`config.mk`:
```
export PLATFORM = sky130hd
export DESIGN_NAME = dtc_dual_timer
export DESIGN_NICKNAME = d
export VERILOG_FILES = /design/src/hdl/dtc_dual_timer.v
export VERILOG_INCLUDE_DIRS = /design/src /design/src/hdl
export SDC_FILE = /design/constraint.sdc
export NUM_CORES = 1
export LEC_CHECK = 0
export BUFFER_PORTS_ARGS = -buffer_cell sky130_fd_sc_hd__buf_2
export CAP_MARGIN = 10
export CORE_ASPECT_RATIO = 1.4
export CORE_MARGIN = 5
export CORE_UTILIZATION = 40
export CTS_CLUSTER_SIZE = 10
export DETAILED_ROUTE_END_ITERATION = 8
export SLEW_MARGIN = 20
export SYNTH_ARGS = -nofsm -noshare
export SYNTH_HDL_FRONTEND = slang
export SYNTH_SLANG_ARGS = --single-unit
```
`constraint.sdc`:
```
create_clock -name ref_clk -period 3.05 [get_ports ref_clk]
set_clock_uncertainty 0.2 [all_clocks]
set_input_delay 0.1525 -clock ref_clk [delete_from_list [all_inputs] [get_ports ref_clk]]
set_output_delay 0.1525 -clock ref_clk [all_outputs]
set_load 0.03 [all_outputs]
```
`src/hdl/dtc_consts.vh`:
```
// constants and register map of the dual timer/counter block
`ifndef DTC_CONSTS_VH
`define DTC_CONSTS_VH
// register indices; byte address is four times the index
`define DTC_IDX_CTRL    10'h088
`define DTC_IDX_MODE    10'h089
`define DTC_IDX_LOW0    10'h08A
`define DTC_IDX_LOW1    10'h08B
`define DTC_IDX_HIGH0   10'h08C
`define DTC_IDX_HIGH1   10'h08D
`define DTC_IDX_ACK     10'h08E
`define DTC_IDX_IRQEN   10'h0A8
`define DTC_RST_CTRL    8'h00
`define DTC_RST_MODE    8'h00
`define DTC_RST_BYTE    8'h00
// control register fields
`define DTC_C_TF1       7
`define DTC_C_TR1       6
`define DTC_C_TF0       5
`define DTC_C_TR0       4
`define DTC_C_IE1       3
`define DTC_C_IT1       2
`define DTC_C_IE0       1
`define DTC_C_IT0       0
// mode register fields
`define DTC_M_GATING_ONE     7
`define DTC_M_SEL1      6
`define DTC_M_GATING_ZERO     3
`define DTC_M_SEL0      2
// irq enable and service fields
`define DTC_E_GLOBAL    7
`define DTC_E_T1        3
`define DTC_E_T0        1
`define DTC_A_T0        0
`define DTC_A_T1        1
`define DTC_A_X0        2
`define DTC_A_X1        3
// peripheral cycle in timer clocks
`define DTC_PER_DIV     3'h6
`define DTC_MODE_13     2'h0
`define DTC_MODE_16     2'h1
`define DTC_MODE_RELOAD 2'h2
`define DTC_MODE_SPLIT  2'h3
`define DTC_RESP_OKAY   2'h0
`define DTC_RESP_SLVERR 2'h2
`endif

```
`src/hdl/dtc_dual_timer.v`:
```
// dual timer/counter with axi4-lite register access
//
// The AXI4-Lite register port was chosen for this implementation.
`timescale 1ns/1ps
`include "dtc_consts.vh"
module dtc_dual_timer (
  input  wire        ref_clk,
  input  wire        resetn,
  input  wire [11:0] s_axi_awaddr,
  input  wire        s_axi_awvalid,
  output wire        s_axi_awready,
  input  wire [31:0] s_axi_wdata,
  input  wire [3:0]  s_axi_wstrb,
  input  wire        s_axi_wvalid,
  output wire        s_axi_wready,
  output wire [1:0]  s_axi_bresp,
  output wire        s_axi_bvalid,
  input  wire        s_axi_bready,
  input  wire [11:0] s_axi_araddr,
  input  wire        s_axi_arvalid,
  output wire        s_axi_arready,
  output wire [31:0] s_axi_rdata,
  output wire [1:0]  s_axi_rresp,
  output wire        s_axi_rvalid,
  input  wire        s_axi_rready,
  input  wire        count_pin_zero,
  input  wire        count_pin_one,
  input  wire        ext_irq_pin_zero,
  input  wire        ext_irq_pin_one,
  output wire        timerIrqZero,
  output wire        timerIrqOne,
  output wire        extIrqZero,
  output wire        extIrqOne
);

  // ****************************************
  // step function shared by both timers
  // ****************************************
  // returns {overflow, high, low} after one increment
  function [16:0] dtcStep;
    input [1:0] m;
    input [7:0] th;
    input [7:0] tl;
    reg   [4:0] pre;
    begin
      pre = tl[4:0] + 5'h01;
      case (m)
        `DTC_MODE_13: begin
          // upper three low bits just hold their value
          if (tl[4:0] == 5'h1F) begin
            dtcStep = {(th == 8'hFF), th + 8'h01, tl[7:5], pre};
          end else begin
            dtcStep = {1'b0, th, tl[7:5], pre};
          end
        end
        `DTC_MODE_16: begin
          dtcStep = {1'b0, th, tl} + 17'h0_0001;
        end
        `DTC_MODE_RELOAD: begin
          if (tl == 8'hFF) begin
            dtcStep = {1'b1, th, th};
          end else begin
            dtcStep = {1'b0, th, tl + 8'h01};
          end
        end
        default: begin
          dtcStep = {1'b0, th, tl};
        end
      endcase
    end
  endfunction

  // ****************************************
  // registers
  // ****************************************
  reg  [7:0] ctrl_q;
  reg  [7:0] ctrl_d;
  reg  [7:0] mode_q;
  reg  [7:0] irqEn_q;
  reg  [7:0] low0_q;
  reg  [7:0] low0_d;
  reg  [7:0] high0_q;
  reg  [7:0] high0_d;
  reg  [7:0] low1_q;
  reg  [7:0] low1_d;
  reg  [7:0] high1_q;
  reg  [7:0] high1_d;
  reg  [2:0] div_q;
  reg  [3:0] pinMeta_q;
  reg  [3:0] pinSync_q;
  reg  [1:0] extPrev_q;
  reg  [1:0] cntSmp_q;
  reg        bValid_q;
  reg  [1:0] bResp_q;
  reg        rValid_q;
  reg  [31:0] rData_q;
  reg  [1:0] rResp_q;

  // ****************************************
  // pin synchronisers and peripheral tick
  // ****************************************
  // order: ext pin one, ext pin zero, count one, count zero
  always @(posedge ref_clk or negedge resetn) begin
    if (!resetn) begin
      pinMeta_q <= 4'hF;
      pinSync_q <= 4'hF;
      extPrev_q <= 2'h3;
      cntSmp_q  <= 2'h3;
      div_q     <= 3'h0;
    end else begin
      pinMeta_q <= {ext_irq_pin_one, ext_irq_pin_zero,
                    count_pin_one, count_pin_zero};
      pinSync_q <= pinMeta_q;
      extPrev_q <= pinSync_q[3:2];
      if (div_q == `DTC_PER_DIV - 3'h1) begin
        div_q    <= 3'h0;
        cntSmp_q <= pinSync_q[1:0];
      end else begin
        div_q <= div_q + 3'h1;
      end
    end
  end

  wire       tick    = (div_q == `DTC_PER_DIV - 3'h1);
  // falling count pin seen across two peripheral samples
  wire [1:0] cntFall = cntSmp_q & ~pinSync_q[1:0];
  wire [1:0] extPin  = pinSync_q[3:2];
  wire [1:0] extFall = extPrev_q & ~extPin;

  // ****************************************
  // bus decode
  // ****************************************
  // a write waits for both channels and for the old
  // response to be taken; no skid buffer is kept
  wire       wrGo  = s_axi_awvalid & s_axi_wvalid & ~bValid_q;
  wire       wrB0  = wrGo & s_axi_wstrb[0];
  wire [9:0] wIdx  = s_axi_awaddr[11:2];
  wire [7:0] wByte = s_axi_wdata[7:0];
  wire       wCtrl = wrB0 && wIdx == `DTC_IDX_CTRL;
  wire       wMode = wrB0 && wIdx == `DTC_IDX_MODE;
  wire       wLow0 = wrB0 && wIdx == `DTC_IDX_LOW0;
  wire       wLow1 = wrB0 && wIdx == `DTC_IDX_LOW1;
  wire       wHi0  = wrB0 && wIdx == `DTC_IDX_HIGH0;
  wire       wHi1  = wrB0 && wIdx == `DTC_IDX_HIGH1;
  wire       wAck  = wrB0 && wIdx == `DTC_IDX_ACK;
  wire       wEn   = wrB0 && wIdx == `DTC_IDX_IRQEN;
  wire [3:0] ack   = wAck ? wByte[3:0] : 4'h0;

  function mapped;
    input [9:0] idx;
    begin
      mapped = (idx >= `DTC_IDX_CTRL && idx <= `DTC_IDX_ACK) ||
               idx == `DTC_IDX_IRQEN;
    end
  endfunction

  // ****************************************
  // timer zero
  // ****************************************
  wire [1:0] m0    = mode_q[1:0];
  wire [1:0] m1    = mode_q[5:4];
  wire       split = (m0 == `DTC_MODE_SPLIT);
  // gating lets the ext irq pin hold the count
  wire run0 = ctrl_q[`DTC_C_TR0] &
              (~mode_q[`DTC_M_GATING_ZERO] | extPin[0]);
  wire inc0 = tick & run0 &
              (mode_q[`DTC_M_SEL0] ? cntFall[0] : 1'b1);
  wire [16:0] step0 = dtcStep(m0, high0_q, low0_q);

  // split high byte: divided clock only, timer one's run
  wire incH  = tick & ctrl_q[`DTC_C_TR1];

  reg ovf0;
  reg ovfH;
  always @* begin
    low0_d  = low0_q;
    high0_d = high0_q;
    ovf0    = 1'b0;
    ovfH    = 1'b0;
    if (split) begin
      if (inc0) begin
        low0_d = low0_q + 8'h01;
        ovf0   = (low0_q == 8'hFF);
      end
      if (incH) begin
        high0_d = high0_q + 8'h01;
        ovfH    = (high0_q == 8'hFF);
      end
    end else if (inc0) begin
      {ovf0, high0_d, low0_d} = step0;
    end
    // software write overrides the count
    if (wLow0) begin
      low0_d = wByte;
    end
    if (wHi0) begin
      high0_d = wByte;
    end
  end

  // ****************************************
  // timer one
  // ****************************************
  // with timer zero split the run bit is taken away,
  // so timer one runs unless its gate holds it, and is stopped via mode 3
  wire run1 = (split | ctrl_q[`DTC_C_TR1]) &
              (~mode_q[`DTC_M_GATING_ONE] | extPin[1]);
  wire inc1 = tick & run1 & (m1 != `DTC_MODE_SPLIT) &
              (mode_q[`DTC_M_SEL1] ? cntFall[1] : 1'b1);
  // a halted timer one keeps its bytes for software
  wire [16:0] step1 = dtcStep(m1, high1_q, low1_q);

  reg ovf1;
  always @* begin
    low1_d  = low1_q;
    high1_d = high1_q;
    ovf1    = 1'b0;
    if (inc1) begin
      {ovf1, high1_d, low1_d} = step1;
    end
    if (wLow1) begin
      low1_d = wByte;
    end
    if (wHi1) begin
      high1_d = wByte;
    end
  end

  // ****************************************
  // control register next value
  // ****************************************
  // hardware sets are applied last, so they win over
  // a software clear or a service clear in one cycle
  wire setTf0 = ovf0;
  wire setTf1 = split ? ovfH : ovf1;
  always @* begin
    ctrl_d = ctrl_q;
    if (wCtrl) begin
      ctrl_d = wByte;
    end
    if (ack[`DTC_A_T0]) begin
      ctrl_d[`DTC_C_TF0] = 1'b0;
    end
    if (ack[`DTC_A_T1]) begin
      ctrl_d[`DTC_C_TF1] = 1'b0;
    end
    if (setTf0) begin
      ctrl_d[`DTC_C_TF0] = 1'b1;
    end
    if (setTf1) begin
      ctrl_d[`DTC_C_TF1] = 1'b1;
    end
    // level type: flag follows the low pin directly,
    // so a software write to it never takes effect
    if (!ctrl_d[`DTC_C_IT0]) begin
      ctrl_d[`DTC_C_IE0] = ~extPin[0];
    end else begin
      if (ack[`DTC_A_X0]) begin
        ctrl_d[`DTC_C_IE0] = 1'b0;
      end
      if (extFall[0]) begin
        ctrl_d[`DTC_C_IE0] = 1'b1;
      end
    end
    if (!ctrl_d[`DTC_C_IT1]) begin
      ctrl_d[`DTC_C_IE1] = ~extPin[1];
    end else begin
      if (ack[`DTC_A_X1]) begin
        ctrl_d[`DTC_C_IE1] = 1'b0;
      end
      if (extFall[1]) begin
        ctrl_d[`DTC_C_IE1] = 1'b1;
      end
    end
  end

  // ****************************************
  // state update
  // ****************************************
  // mode changes while running are not guarded;
  // software stops the timer first
  always @(posedge ref_clk or negedge resetn) begin
    if (!resetn) begin
      ctrl_q  <= `DTC_RST_CTRL;
      mode_q  <= `DTC_RST_MODE;
      irqEn_q <= `DTC_RST_BYTE;
      low0_q  <= `DTC_RST_BYTE;
      high0_q <= `DTC_RST_BYTE;
      low1_q  <= `DTC_RST_BYTE;
      high1_q <= `DTC_RST_BYTE;
    end else begin
      ctrl_q  <= ctrl_d;
      low0_q  <= low0_d;
      high0_q <= high0_d;
      low1_q  <= low1_d;
      high1_q <= high1_d;
      if (wMode) begin
        mode_q <= wByte;
      end
      if (wEn) begin
        irqEn_q <= wByte;
      end
    end
  end

  // ****************************************
  // interrupt request outputs
  // ****************************************
  wire glob = irqEn_q[`DTC_E_GLOBAL];
  assign timerIrqZero = ctrl_q[`DTC_C_TF0] &
                        irqEn_q[`DTC_E_T0] & glob;
  assign timerIrqOne  = ctrl_q[`DTC_C_TF1] &
                        irqEn_q[`DTC_E_T1] & glob;
  assign extIrqZero   = ctrl_q[`DTC_C_IE0];
  assign extIrqOne    = ctrl_q[`DTC_C_IE1];

  // ****************************************
  // axi4-lite response channels
  // ****************************************
  wire [9:0] rIdx = s_axi_araddr[11:2];
  reg  [7:0] rByte;
  always @* begin
    case (rIdx)
      `DTC_IDX_CTRL:  rByte = ctrl_q;
      `DTC_IDX_MODE:  rByte = mode_q;
      `DTC_IDX_LOW0:  rByte = low0_q;
      `DTC_IDX_LOW1:  rByte = low1_q;
      `DTC_IDX_HIGH0: rByte = high0_q;
      `DTC_IDX_HIGH1: rByte = high1_q;
      `DTC_IDX_IRQEN: rByte = irqEn_q;
      default:        rByte = 8'h00;
    endcase
  end

  // one read in flight: arready drops while the answer
  // waits, so rdata never changes under rvalid
  wire rdGo = s_axi_arvalid & ~rValid_q;

  always @(posedge ref_clk or negedge resetn) begin
    if (!resetn) begin
      bValid_q <= 1'b0;
      bResp_q  <= `DTC_RESP_OKAY;
      rValid_q <= 1'b0;
      rData_q  <= 32'h0000_0000;
      rResp_q  <= `DTC_RESP_OKAY;
    end else begin
      if (wrGo) begin
        bValid_q <= 1'b1;
        bResp_q  <= mapped(wIdx) ? `DTC_RESP_OKAY
                                 : `DTC_RESP_SLVERR;
      end else if (s_axi_bready) begin
        bValid_q <= 1'b0;
      end
      if (rdGo) begin
        rValid_q <= 1'b1;
        rData_q  <= {24'h00_0000, rByte};
        rResp_q  <= mapped(rIdx) ? `DTC_RESP_OKAY
                                 : `DTC_RESP_SLVERR;
      end else if (s_axi_rready) begin
        rValid_q <= 1'b0;
      end
    end
  end

  // address and data are taken only together
  assign s_axi_awready = wrGo;
  assign s_axi_wready  = wrGo;
  assign s_axi_bvalid  = bValid_q;
  assign s_axi_bresp   = bResp_q;
  assign s_axi_arready = ~rValid_q;
  assign s_axi_rvalid  = rValid_q;
  assign s_axi_rdata   = rData_q;
  assign s_axi_rresp   = rResp_q;

endmodule

```
==> impl_metrics.json <==
{
  "h-tree-depth": 3,
  "grt_pass1_wl_mm": 24.27,
  "synth_area_mm2": 0.005264,
  "post-place-ws_ns": 0.3415,
  "rr_startpoint": "low1_q[0]$_DFFE_PN0P_",
  "synth_edf_count": 0,
  "via_per_inst": 5.841,
  "cts_tree": "built",
  "crit_chain": "ha_1 -> nand3_1 -> inv_1 -> ha_1 -> nor2_1 -> nor2_1 -> nand3_1 -> nor3_1 -> a31oi_1 -> o31ai_1",
  "max_stage_delay_ns": 0.45,
  "hold_viol_final": 0,
  "p_sw_mw": 0.8180,
  "period_needed_ns": 2.769,
  "synth_seq_cells": 83,
  "async_flop_share_pct": 100.0,
  "min-delay-start": "s_axi_wdata[0]",
  "drt_iter0_drc": 278,
  "clk_pin_slew_worst_paths_ns": 0.08,
  "gp_congestion": 0.9091,
  "fin_cells": 803,
  "synthFlopType": "dfrtp_1",
  "slew_headroom_pct": 48.09,
  "syn_avg_cell_area_um2": 9.060,
  "cap_violations": 0,
  "wirelength_mm": 15.40,
  "fin_setup_tns_ns": 0,
  "critical_path.max_fanout": 9,
  "synth_warnings": 0,
  "power_leakage_nw": 2.655,
  "die-area_mm2": 0.01559,
  "nFillCells": 1259,
  "cts.sinks": 83,
  "syn_inst": 581,
  "route.detailed.drc": 0,
  "fin_nets": 722,
  "p_int_mw": 1.854,
  "detail-route-antenna-nets": 0,
  "powerDensity_mw_per_mm2": 439.5,
  "synth_cell_types": 69,
  "setup_viol_count_final": 0,
  "syn_to_final_growth_pct": 15.52,
  "dp_cells": 773,
  "power.share.clock_pct": 41.9,
  "die_w_um": 107.0,
  "slew_violations": 0,
  "grt_use_total_pct": 19.99,
  "io_pins": 116,
  "synth_top_area_cell": "dfrtp_1",
  "hold_class": "in2reg",
  "numCtsBuffers": 9,
  "cts_setup_buffers": 0,
  "cp-end-kind": "register",
  "antenna_found_initial": 1,
  "core_area_mm2": 0.01287,
  "crit_path_top_delay_cell": "dfrtp_1",
  "pwr-share-seq_pct": 44.0,
  "antenna-diode-count": 0,
  "rsz0062_at_grt": "no",
  "row_count": 49,
  "finalCritPeriodShare_pct": 90.79,
  "dieHeight_um": 145.7,
  "seq_area_frac_synth_pct": 39.74,
  "place_hpwl_mm": 11.12,
  "initial_utilization_pct": 40.88,
  "crit_type": "reg2reg",
  "status": "finished clean",
  "worstPathRequired_ns": 3.10,
  "grt_max_degree": 84,
  "timing.fmax_mhz": 361.1,
  "wl_per_cell_um": 19.18,
  "insertion_delay_ns": 0.35,
  "totalPowerFinal_mw": 2.672,
  "vias": 4690,
  "worst-slew-pin-transition_ns": 0.7787,
  "dr.pass1.iters": 5,
  "numPortBuffers": 58,
  "setup_ws_ns": 0.2809,
  "first_global_vias": 4569,
  "ctsLongestPathBuffers": 2,
  "pwr-share-comb_pct": 14.1,
  "grt-ovfl-total": 0,
  "crit_start": "low1_q[0]$_DFFE_PN0P_",
  "netlist.area_leader.share_pct": 33.75,
  "cts-root-buf": "clkbuf_16",
  "swShare_pct": 30.61,
  "irDropWorstVdd_uv": 335.4,
  "netlist_top_cells_area": "dfrtp_1 34%, dfstp_2 6.0%, nand2_1 4.8%",
  "drive_above_1_share_pct": 21.38,
  "crit_arrival_ns": 2.82,
  "start_kind": "register"
}
cell usage after synthesis, types with 3 or more instances:
cell type,number
a221oi_1,4
nor4_1,6
nor4b_1,5
dfstp_2,12
nor3b_1,5
o21ai_0,47
buf_4,27
and2_1,3
a21o_1,9
a211oi_1,4
nand2b_1,9
nand3_1,18
and3_1,6
nand4_1,6
dfrtp_1,71
o21a_1,4
o22a_1,8
ha_1,6
o22ai_1,4
clkbuf_1,28
a31oi_1,4
a22oi_1,8
xnor2_1,8
nor2_1,36
mux2_4,8
nand2_1,67
nor3_1,13
mux2_2,16
nor2b_1,7
o31ai_1,4
o221ai_1,9
a21oi_1,27
or3_1,5
inv_1,19
mux2i_1,23
per-layer routing:
layer / track usage [%] / up-vias / part of all wire [%]
met1: 23.85 / 2281 / 40
met3: 3.595 / 42 / 4.6
met4: 8.637 / 2 / 3.5
met2: 34.84 / 169 / 52
li1: - / 2196 / -
met5: 0 / - / 0.084
logic make-up after synthesis:
logic type / after synthesis / share of synthesized area, %
multiplexers: 47 / 10.08
adder cells (fa/ha/maj): 6 / 1.426
XOR/XNOR: 10 / 1.664
AO/OA/AOI/OAI: 151 / 18.78
AND/OR/NAND/NOR: 204 / 20.49
other: 1 / 0.07124
flip-flops: 83 / 39.74
buffers and inverters: 79 / 7.749
critical path, delay by kind of cell (launching register included):
kind / cells / cell delay [ns]
buffers and inverters: 1 / 0.12
adders and majority gates: 2 / 0.43
and+or+nand+nor: 5 / 1.10
AOI/OAI and AO/OA: 2 / 0.38
DFF: 1 / 0.45
repair_timing:
| item | in CTS | in global routing |
|---|---|---|
| hold endpoints to repair | 99 | 1 |
| hold buffers | 13 | 1 |
| resized for setup | 0 | 0 |
power by group through the flow:
stage | clock network, mW | logic (mW) | registers (mW)
2_1_floorplan | 0 | 0.234 | 1.20
3_3_place_gp | 0 | 0.354 | 1.19
3_5_place_dp | 0 | 0.362 | 1.20
4_1_cts | 1.14 | 0.376 | 1.18
5_1_grt | 1.19 | 0.408 | 1.18
6_report | 1.12 | 0.377 | 1.18
metrics by stage:
step / utilization [%] / hold WS (ns) / area, µm²
floorplan: - / -0.3431 / 5358
global placement: 43.73 / 0.05893 / 5630
detailed placement: 43.73 / 0.05898 / 5630
CTS: 47.12 / 0.005508 / 6067
global route: 47.23 / 0.03776 / 6081
finish: 47.23 / 0.02188 / 6081
registers in the layout, indices dropped and copies added, names as in the netlist:
register / cells
s_axi_rvalid: 1
ctrl_q: 8
pinMeta_q: 4
div_q: 3
extPrev_q: 2
high1_q: 8
pinSync_q: 4
cntSmp_q: 2
mode_q: 8
high0_q: 8
low0_q: 8
s_axi_rdata: 8
s_axi_rresp: 1
s_axi_bvalid: 1
s_axi_bresp: 1
low1_q: 8
irqEn_q: 8
layout make-up:
cell class                      instances  area [µm²]  area share, %
Clock buffer                            9       225.2          3.704
Timing Repair Buffer                   88       556.8          9.156
Sequential cell                        83        2092          34.40
Inverter                               19       71.32          1.173
Clock inverter                          7       81.33          1.337
Multi-Input combinational cell        444        2863          47.08
Tap cell                              153       191.4          3.148
cell usage in the layout, fill, tap and decap left out, types with 9 or more instances in the layout:
cell / instances
dfrtp_1: 71
nand2_1: 67
buf_2: 57
o21ai_0: 47
nor2_1: 36
a21oi_1: 27
conb_1: 26
mux2i_1: 23
inv_1: 19
nand3_1: 18
mux2_2: 16
buf_4: 16
dlygate4sd3_1: 14
nor3_1: 13
dfstp_2: 12
nand2b_1: 9
a21o_1: 9
o221ai_1: 9
clkbuf_16: 9
worst paths after layout:
| path | to | slack (ns) | cells past startpoint |
|---|---|---|---|
| worst max-delay path | high1_q[6]$_DFFE_PN0P_ | 0.28 | 10 |
| worst min-delay path | high1_q[0]$_DFFE_PN0P_ | 0.02 | 3 |
| worst max register to register | high1_q[6]$_DFFE_PN0P_ | 0.28 | 10 |
| worst min register to register | pinSync_q[2]$_DFF_PN1_ | 0.16 | 0 |
| max in group asynchronous | irqEn_q[4]$_DFFE_PN0P_ | 1.90 | 2 |
| min in group asynchronous | high0_q[2]$_DFFE_PN0P_ | 0.22 | 2 |
Power figures use the tool's default switching activity.
